### config.mk
export PLATFORM = sky130hd
export DESIGN_NAME = prs_reset_seq
export DESIGN_NICKNAME = d
export VERILOG_FILES = /design/src/rtl/prs_pkg.sv /design/src/rtl/prs_sync.sv /design/src/rtl/prs_reset_seq.sv
export SDC_FILE = /design/constraint.sdc
export NUM_CORES = 1
export LEC_CHECK = 0
export ABC_AREA = 1
export BUFFER_PORTS_ARGS = -buffer_cell sky130_fd_sc_hd__buf_2
export CELL_PAD_IN_SITES_DETAIL_PLACEMENT = 1
export CELL_PAD_IN_SITES_GLOBAL_PLACEMENT = 2
export CORE_MARGIN = 1
export CORE_UTILIZATION = 35
export CTS_CLUSTER_SIZE = 10
export DETAILED_ROUTE_END_ITERATION = 8
export MAX_ROUTING_LAYER = met4
export PLACE_DENSITY_LB_ADDON = 0.1
export SKIP_CTS_REPAIR_TIMING = 1
export SLEW_MARGIN = 20
export SYNTH_ARGS = -nofsm -noshare
export SYNTH_HDL_FRONTEND = slang
export SYNTH_HIERARCHICAL = 1
export SYNTH_SLANG_ARGS = --single-unit
### constraint.sdc
create_clock -name core_clk -period 3.3 [get_ports core_clk]
set_clock_uncertainty 0.2 [all_clocks]
set_input_delay 0.99 -clock core_clk [delete_from_list [all_inputs] [get_ports core_clk]]
set_output_delay 0.99 -clock core_clk [all_outputs]
set_load 0.05 [all_outputs]
### src/rtl/prs_pkg.sv
// Package of constants and carrier types for the power-on reset sequencer.
package prs_pkg;

    // ------------------------------------------------------------
    // Timing
    // ------------------------------------------------------------
    localparam int CLK_PERIOD_PS     = 5000;
    localparam int ASSERT_DELAY_NS   = 5000;
    localparam int MIN_ACTIVE_US     = 2000;
    localparam int ASSERT_DELAY_CYC  = (ASSERT_DELAY_NS * 1000) / CLK_PERIOD_PS;
    localparam int MIN_ACTIVE_CYC    = (MIN_ACTIVE_US * 1000000) / CLK_PERIOD_PS;
    localparam int SYNC_STAGES       = 2;

    // ------------------------------------------------------------
    // Reset values
    // ------------------------------------------------------------
    localparam logic [3:0] ADDR_RESET = 4'h0;
    localparam logic [1:0] MODE_RESET = 2'h0;
    localparam logic [1:0] SEL_RESET  = 2'h0;

    // ------------------------------------------------------------
    // Carrier types
    // ------------------------------------------------------------
    typedef struct packed {
        logic [3:0] mirrorBlockAddress;
        logic [1:0] mirrorBlockMode;
        logic [1:0] mirrorBlockSelect;
        logic       mirrorBlockStrobe;
        logic       mirrorOutputEnableN;
    } prs_mirror_ctrl_t;

    typedef enum logic [1:0] {
        PRS_HELD,
        PRS_MIN_HOLD,
        PRS_RUN,
        PRS_PENDING
    } prs_state_t;

endpackage

### src/rtl/prs_sync.sv
// Multi-stage synchroniser for asynchronous level inputs.
`timescale 1ns/1ps
module prs_sync
    import prs_pkg::*;
#(
    parameter int WIDTH  = 3,
    parameter int STAGES = SYNC_STAGES
) (
    input  wire logic             core_clk,
    input  wire logic             rst_n,
    input  wire logic [WIDTH-1:0] asyncIn,
    input  wire logic [WIDTH-1:0] resetValue,
    output logic      [WIDTH-1:0] syncOut
);

    if (STAGES < 2) begin : g_badStages
        $error("prs_sync needs at least two stages");
    end

    logic [WIDTH-1:0] stage [STAGES];

    // The first stage feeds only the second; nothing else samples it.
    always_ff @(posedge core_clk or negedge rst_n) begin
        if (!rst_n) begin
            for (int i = 0; i < STAGES; i++) begin
                stage[i] <= '0;
            end
        end else begin
            // Stages hold the input relative to its reset value, which keeps
            // the reset branch constant and the output polarity unchanged.
            stage[0] <= asyncIn ^ resetValue;
            for (int i = 1; i < STAGES; i++) begin
                stage[i] <= stage[i-1];
            end
        end
    end

    assign syncOut = stage[STAGES-1] ^ resetValue;

endmodule

### src/rtl/prs_reset_seq.sv
// Reset sequencer and mirror control pin driver.
//
// Behaviour
// - System reset goes low at once when power-on sense falls, stays low.
// - After sense rises, system reset stays low until firmware releases it.
// - System reset asserts about 5 us after power-good or internal reset.
// - Any reset assertion lasts at least 2 ms before release.
// - Controller reset goes low at once when power-on sense falls.
// - After sense rises, controller reset stays low until firmware release.
// - Controller reset on power-good or internal event is selectable.
// - Active-low output enable is driven to the mirror array.
// - Mirror group: 4-bit address, 2-bit mode, 2-bit select, strobe.
// - Secondary controller leaves mirror control outputs unused.
// - Mirror interrupt input is active low with an external pull-up.
`timescale 1ns/1ps
module prs_reset_seq
    import prs_pkg::*;
#(
    parameter int MIN_ACTIVE = MIN_ACTIVE_CYC,
    parameter int DELAY      = ASSERT_DELAY_CYC
) (
    input  wire logic             core_clk,
    input  wire logic             rst_n,
    input  wire logic             powerOnSense,
    input  wire logic             supplyGoodIn,
    input  wire logic             mirrorInterruptN,
    input  wire logic             fwRelease,
    input  wire logic             internalReset,
    input  wire logic             ctrlResetOnEvent,
    input  wire logic             secondaryMode,
    input  wire prs_mirror_ctrl_t mirrorCtrlIn,
    output logic                  systemResetOutN,
    output logic                  controllerResetOutN,
    output logic                  mirrorInterrupt,
    output prs_mirror_ctrl_t      mirrorCtrlOut
);

    // A one-cycle delay would drop the reset before it is seen released.
    if (MIN_ACTIVE < 1 || DELAY < 2) begin : g_badCounts
        $error("prs_reset_seq counts are too small");
    end

    localparam int CW = $clog2(MIN_ACTIVE + DELAY + 2);

    // ------------------------------------------------------------
    // Input synchronisation
    // ------------------------------------------------------------
    logic [2:0] syncIn;
    logic       senseS;
    logic       goodS;
    logic       intS;

    // Interrupt is inverted so an undriven (pulled-up) pin reads idle.
    prs_sync #(.WIDTH(3), .STAGES(SYNC_STAGES)) u_sync (
        .core_clk   (core_clk),
        .rst_n      (rst_n),
        .asyncIn    ({powerOnSense, supplyGoodIn, mirrorInterruptN}),
        .resetValue (3'b001),
        .syncOut    (syncIn)
    );

    assign senseS = syncIn[2];
    assign goodS  = syncIn[1];
    assign intS   = ~syncIn[0];

    // ------------------------------------------------------------
    // Event detection
    // ------------------------------------------------------------
    logic goodPrev;
    logic goodRise;
    logic evtIn;

    assign goodRise = goodS & ~goodPrev;
    assign evtIn    = goodRise | internalReset;

    // ------------------------------------------------------------
    // Sequencer
    // ------------------------------------------------------------
    prs_state_t     state;
    prs_state_t     next_state;
    logic [CW-1:0]  count;
    logic [CW-1:0]  next_count;
    logic           ctrlHeld;
    logic           next_ctrlHeld;
    logic           minDone;
    logic           delayDone;

    assign minDone   = (count >= CW'(MIN_ACTIVE - 1));
    assign delayDone = (count >= CW'(DELAY - 1));

    always_comb begin
        next_state    = state;
        next_count    = count + CW'(1);
        next_ctrlHeld = ctrlHeld;
        case (state)
            PRS_HELD: begin
                // Sense low holds reset and clears the count; with sense high it runs for min time.
                if (!senseS) begin
                    next_count    = '0;
                    next_ctrlHeld = 1'b1;
                end else if (minDone) begin
                    next_state = PRS_MIN_HOLD;
                end
            end
            PRS_MIN_HOLD: begin
                next_count = count;
                if (!senseS) begin
                    next_state    = PRS_HELD;
                    next_count    = '0;
                    next_ctrlHeld = 1'b1;
                end else if (fwRelease) begin
                    next_state    = PRS_RUN;
                    next_ctrlHeld = 1'b0;
                end
            end
            PRS_RUN: begin
                next_count = '0;
                if (!senseS) begin
                    next_state    = PRS_HELD;
                    next_ctrlHeld = 1'b1;
                end else if (evtIn) begin
                    next_state = PRS_PENDING;
                end
            end
            PRS_PENDING: begin
                if (!senseS) begin
                    next_state    = PRS_HELD;
                    next_count    = '0;
                    next_ctrlHeld = 1'b1;
                end else if (delayDone) begin
                    next_state    = PRS_HELD;
                    next_count    = '0;
                    next_ctrlHeld = ctrlResetOnEvent;
                end
            end
            default: begin
                next_state    = PRS_HELD;
                next_count    = '0;
                next_ctrlHeld = 1'b1;
            end
        endcase
    end

    always_ff @(posedge core_clk or negedge rst_n) begin
        if (!rst_n) begin
            state    <= PRS_HELD;
            count    <= '0;
            ctrlHeld <= 1'b1;
            goodPrev <= 1'b0;
        end else begin
            state    <= next_state;
            count    <= next_count;
            ctrlHeld <= next_ctrlHeld;
            goodPrev <= goodS;
        end
    end

    // ------------------------------------------------------------
    // Outputs
    // ------------------------------------------------------------
    logic sysLow;
    logic ctrlLow;
    prs_mirror_ctrl_t mirrorIdle;

    assign sysLow  = (next_state == PRS_HELD) ||
                     (next_state == PRS_MIN_HOLD);
    assign ctrlLow = sysLow && next_ctrlHeld;
    // Secondary parts park their mirror pins at a fixed idle value.
    assign mirrorIdle = '{mirrorBlockAddress: ADDR_RESET,
                          mirrorBlockMode: MODE_RESET,
                          mirrorBlockSelect: SEL_RESET,
                          mirrorBlockStrobe: 1'b0,
                          mirrorOutputEnableN: 1'b1};

    always_ff @(posedge core_clk or negedge rst_n) begin
        if (!rst_n) begin
            systemResetOutN     <= 1'b0;
            controllerResetOutN <= 1'b0;
            mirrorInterrupt     <= 1'b0;
            mirrorCtrlOut       <= '{ADDR_RESET, MODE_RESET, SEL_RESET,
                                     1'b0, 1'b1};
        end else begin
            systemResetOutN     <= ~sysLow;
            controllerResetOutN <= ~ctrlLow;
            mirrorInterrupt     <= intS;
            mirrorCtrlOut       <= secondaryMode ? mirrorIdle
                                                 : mirrorCtrlIn;
        end
    end

    // ------------------------------------------------------------
    // Assertions
    // ------------------------------------------------------------
    logic [CW-1:0] lowCount;
    always_ff @(posedge core_clk or negedge rst_n) begin
        if (!rst_n) begin
            lowCount <= '0;
        end else if (systemResetOutN) begin
            lowCount <= '0;
        end else if (lowCount != '1) begin
            lowCount <= lowCount + CW'(1);
        end
    end

    AST_SENSE_SYS: assert property (@(posedge core_clk) disable iff (!rst_n)
        !senseS |=> !systemResetOutN)
        else $error("system reset high while sense low");
    AST_SENSE_CTRL: assert property (@(posedge core_clk) disable iff (!rst_n)
        !senseS |=> !controllerResetOutN)
        else $error("controller reset high while sense low");
    AST_FW_SYS: assert property (@(posedge core_clk) disable iff (!rst_n)
        $rose(systemResetOutN) |-> $past(fwRelease))
        else $error("system reset released without firmware");
    AST_FW_CTRL: assert property (@(posedge core_clk) disable iff (!rst_n)
        $rose(controllerResetOutN) && state == PRS_RUN
        |-> $past(fwRelease) || $past(state) == PRS_PENDING)
        else $error("controller reset released without firmware");
    AST_MIN_HOLD: assert property (@(posedge core_clk) disable iff (!rst_n)
        $rose(systemResetOutN) |-> $past(lowCount) >= CW'(MIN_ACTIVE - 1))
        else $error("reset shorter than minimum");
    AST_EVT_DELAY: assert property (@(posedge core_clk) disable iff (!rst_n)
        state == PRS_RUN && evtIn && senseS && !fwRelease
        |=> systemResetOutN [*2])
        else $error("system reset asserted before delay");
    AST_CTRL_OPT: assert property (@(posedge core_clk) disable iff (!rst_n)
        state == PRS_PENDING && next_state == PRS_HELD && senseS
        && !ctrlResetOnEvent |=> controllerResetOutN)
        else $error("controller reset asserted though not selected");
    AST_SECONDARY: assert property (@(posedge core_clk) disable iff (!rst_n)
        secondaryMode |=> mirrorCtrlOut.mirrorOutputEnableN
        && !mirrorCtrlOut.mirrorBlockStrobe)
        else $error("mirror pins active on secondary");
    AST_MIRROR: assert property (@(posedge core_clk) disable iff (!rst_n)
        !secondaryMode |=> mirrorCtrlOut == $past(mirrorCtrlIn))
        else $error("mirror pins do not follow request");
    AST_INT: assert property (@(posedge core_clk) disable iff (!rst_n)
        !mirrorInterruptN [*4] |-> ##1 mirrorInterrupt)
        else $error("interrupt not reported");

    COV_RELEASE: cover property (@(posedge core_clk) disable iff (!rst_n)
        $rose(systemResetOutN));
    COV_EVENT: cover property (@(posedge core_clk) disable iff (!rst_n)
        state == PRS_PENDING ##1 state == PRS_HELD);
    COV_SENSE_DROP: cover property (@(posedge core_clk) disable iff (!rst_n)
        systemResetOutN ##1 !senseS);

endmodule

==> flow_metrics.env <==
export IMPL_portBuffers=31
export IMPL_hold_ws_ps=155
export IMPL_fillers=842
export IMPL_critPathKind="flop to output port"
export IMPL_crit_family="flip-flops"
export IMPL_ys_types=29
export IMPL_drv_slew=0
export IMPL_ys_seq_elements=42
export IMPL_nets=379
export IMPL_hpwl_um=4630
export IMPL_dp_cells=429
export IMPL_yosysTopAreaCellShare_pct=43.5
export IMPL_path_max_fanout=1
export IMPL_synthesis_area_um2=2300
export IMPL_slowest_stage="dfstp_2"
export IMPL_ys_warnings_count=6
export IMPL_tns_ps=0
export IMPL_firstDrtPassIters=4
export IMPL_clock_sink_count=42
export IMPL_pwr_share_clk_pct=33.8
export IMPL_ys_seq_area_share_pct=45.8
export IMPL_slowest_delay_ps=520
export IMPL_p_int_uw=711
export IMPL_yosysTopAreaCell="dfrtp_1"
export IMPL_place_gp_congestion=0.798
export IMPL_drc=0
export IMPL_antenna_found_initial=0
export IMPL_startpoint_type="flop"
export IMPL_h_tree_depth=2
export IMPL_critPathBufInv=1
export IMPL_core_area_um2=6350
export IMPL_place_ws_ps=1070
export IMPL_cts_buffer_depth=2
export IMPL_synth_cells=317
export IMPL_fin_ws_ps=1050
export IMPL_vias=2034
export IMPL_cts_tree="done"
export IMPL_die_h_um=83.0
export IMPL_boundaryPins=32
export IMPL_post_route_util_pct=41.8
export IMPL_die_area_um2=6890
export IMPL_power_density_nw_per_um2=368
export IMPL_routedWlPerCell_um=13.7
export IMPL_r2r_cells=9
export IMPL_start_util_pct=36.2
export IMPL_r2r_setup_slack_ps=1080
export IMPL_die_w_um=83.0
export IMPL_maxCapViolations=0
export IMPL_fin_crit_sh_pct=68.2
export IMPL_crit_cells=1
export IMPL_clk_pin_slew_ps=80
export IMPL_area_growth_pct=15.6
export IMPL_setup_viol=0
export IMPL_cp_end_kind="output port"
export IMPL_power_frac_seq_pct=55.7
export IMPL_tightest_slew_ps=864
export IMPL_outcome="completed"
export IMPL_grt_pass1_wl_um=10200
export IMPL_fin_cells=437
export IMPL_diodes=0
export IMPL_final_common_cell="nand2_1"
export IMPL_min_period_ps=2250
export IMPL_p_comb_share_pct=10.5
export IMPL_hold_violations=0
export IMPL_layout_common_cells="91 x nand2_1, 60 x nor2_1, 43 x inv_1"
export IMPL_cts_inserted_buffers=5
export IMPL_max_freq_mhz=444
export IMPL_syn_area_per_cell_um2=7.25
export IMPL_insertion_delay_ps=300
export IMPL_drive_above_1_share_pct=16.4
export IMPL_switching_power_uw=267
export IMPL_postRouteAntennaNets=0
export IMPL_finalInstanceArea_um2=2660
export IMPL_track_usage_pct=19.4
export IMPL_p_sw_share_pct=27.3
export IMPL_core_rowCount=29
export IMPL_grt_pass1_vias=2072
export IMPL_place_area_um2=2570
export IMPL_finalPower_uw=979
export IMPL_slew_headroom_pct=42.2
export IMPL_grt_max_degree=20
export IMPL_ys_top_cells_by_area="dfrtp_1 44%, nand2_1 15%, nor2_1 9.8%"
export IMPL_cp_arrival_ps=1060
export IMPL_rsz0062_at_grt="false"
export IMPL_min_path_cells=0
export IMPL_drt_iter0_markers=73
export IMPL_vias_per_cell=4.65
export IMPL_leakagePower_nw=1.38
export IMPL_hold_path_class="flop to flop"
export IMPL_path_cells="buf_2"
export IMPL_wl_um=6000
export IMPL_critPathRequiredTime_ps=2110
export IMPL_cts_root_buffer="clkbuf_8"
export IMPL_grt_overflow_total=0
export IMPL_max_vdd_ir_drop_uv=218
final timing paths:
| path | endpoint | startpoint |
|---|---|---|
| worst min register to register | u_sync/stage[0] | u_sync/stage[3] |
| max in group asynchronous | mirrorCtrlOut[0] | rst_n |
| min in group asynchronous | count[16] | rst_n |
| worst max-delay path | mirrorCtrlOut[0] | mirrorCtrlOut[0] |
| worst min-delay path | u_sync/stage[0] | u_sync/stage[3] |
| worst max register to register | count[2] | u_sync/stage[2] |
layout make-up:
| cell class | count | area, µm² | area share, % |
|---|---|---|---|
| clock buffers | 7 | 76.3 | 2.87 |
| clock inverters | 1 | 7.51 | 0.283 |
| inverters | 44 | 165 | 6.22 |
| multi-input cells | 232 | 1080 | 40.7 |
| flip-flops and latches | 42 | 1050 | 39.7 |
| well taps | 77 | 96.3 | 3.63 |
| repair buffers | 34 | 178 | 6.69 |
layer usage:
layer	GRT usage (%)	vias up	wire length, µm
met5	-	-	0
met4	4.55	0	52
met3	3.28	5	139
met2	31.3	21	2880
met1	25.6	963	2930
li1	-	1045	-
power by group through the flow:
| stage | combinational (mW) | clock (mW) | sequential [mW] |
|---|---|---|---|
| after floorplan | 0.0385 | 0 | 0.580 |
| after global placement | 0.103 | 0 | 0.555 |
| after detailed placement | 0.105 | 0 | 0.556 |
| after CTS | 0.105 | 0.345 | 0.546 |
| after global routing | 0.116 | 0.363 | 0.547 |
| final | 0.103 | 0.331 | 0.545 |
flip-flops by register name (all words and copies together), names as in the netlist:
signal               cells
u_sync/stage             6
goodPrev                 1
ctrlHeld                 1
systemResetOutN          1
state                    2
mirrorInterrupt          1
controllerResetOutN      1
count                   19
mirrorCtrlOut           10
cells by family after synthesis:
| family | synth area share (%) |
|---|---|
| AOI/OAI and AO/OA | 3.70 |
| xor gates and xnor gates | 3.43 |
| adders and majority gates | 0.544 |
| buffers and inverters | 8.33 |
| DFF | 45.8 |
| other | 0.327 |
| and+or+nand+nor | 37.8 |
cell usage after synthesis (all sizes together):
| cell | number |
|---|---|
| nand4 | 10 |
| nand3 | 22 |
| nand2 | 95 |
| a31oi | 1 |
| o21ai | 11 |
| or2 | 2 |
| conb | 2 |
| inv | 43 |
| dfrtp | 40 |
| buf | 4 |
| xor2 | 6 |
| nor4 | 1 |
| ha | 1 |
| clkinv | 1 |
| clkbuf | 2 |
| xnor2 | 3 |
| o211ai | 1 |
| nor2 | 65 |
| a21oi | 1 |
| dfstp | 2 |
| nor3 | 4 |
Power figures use the tool's default switching activity.
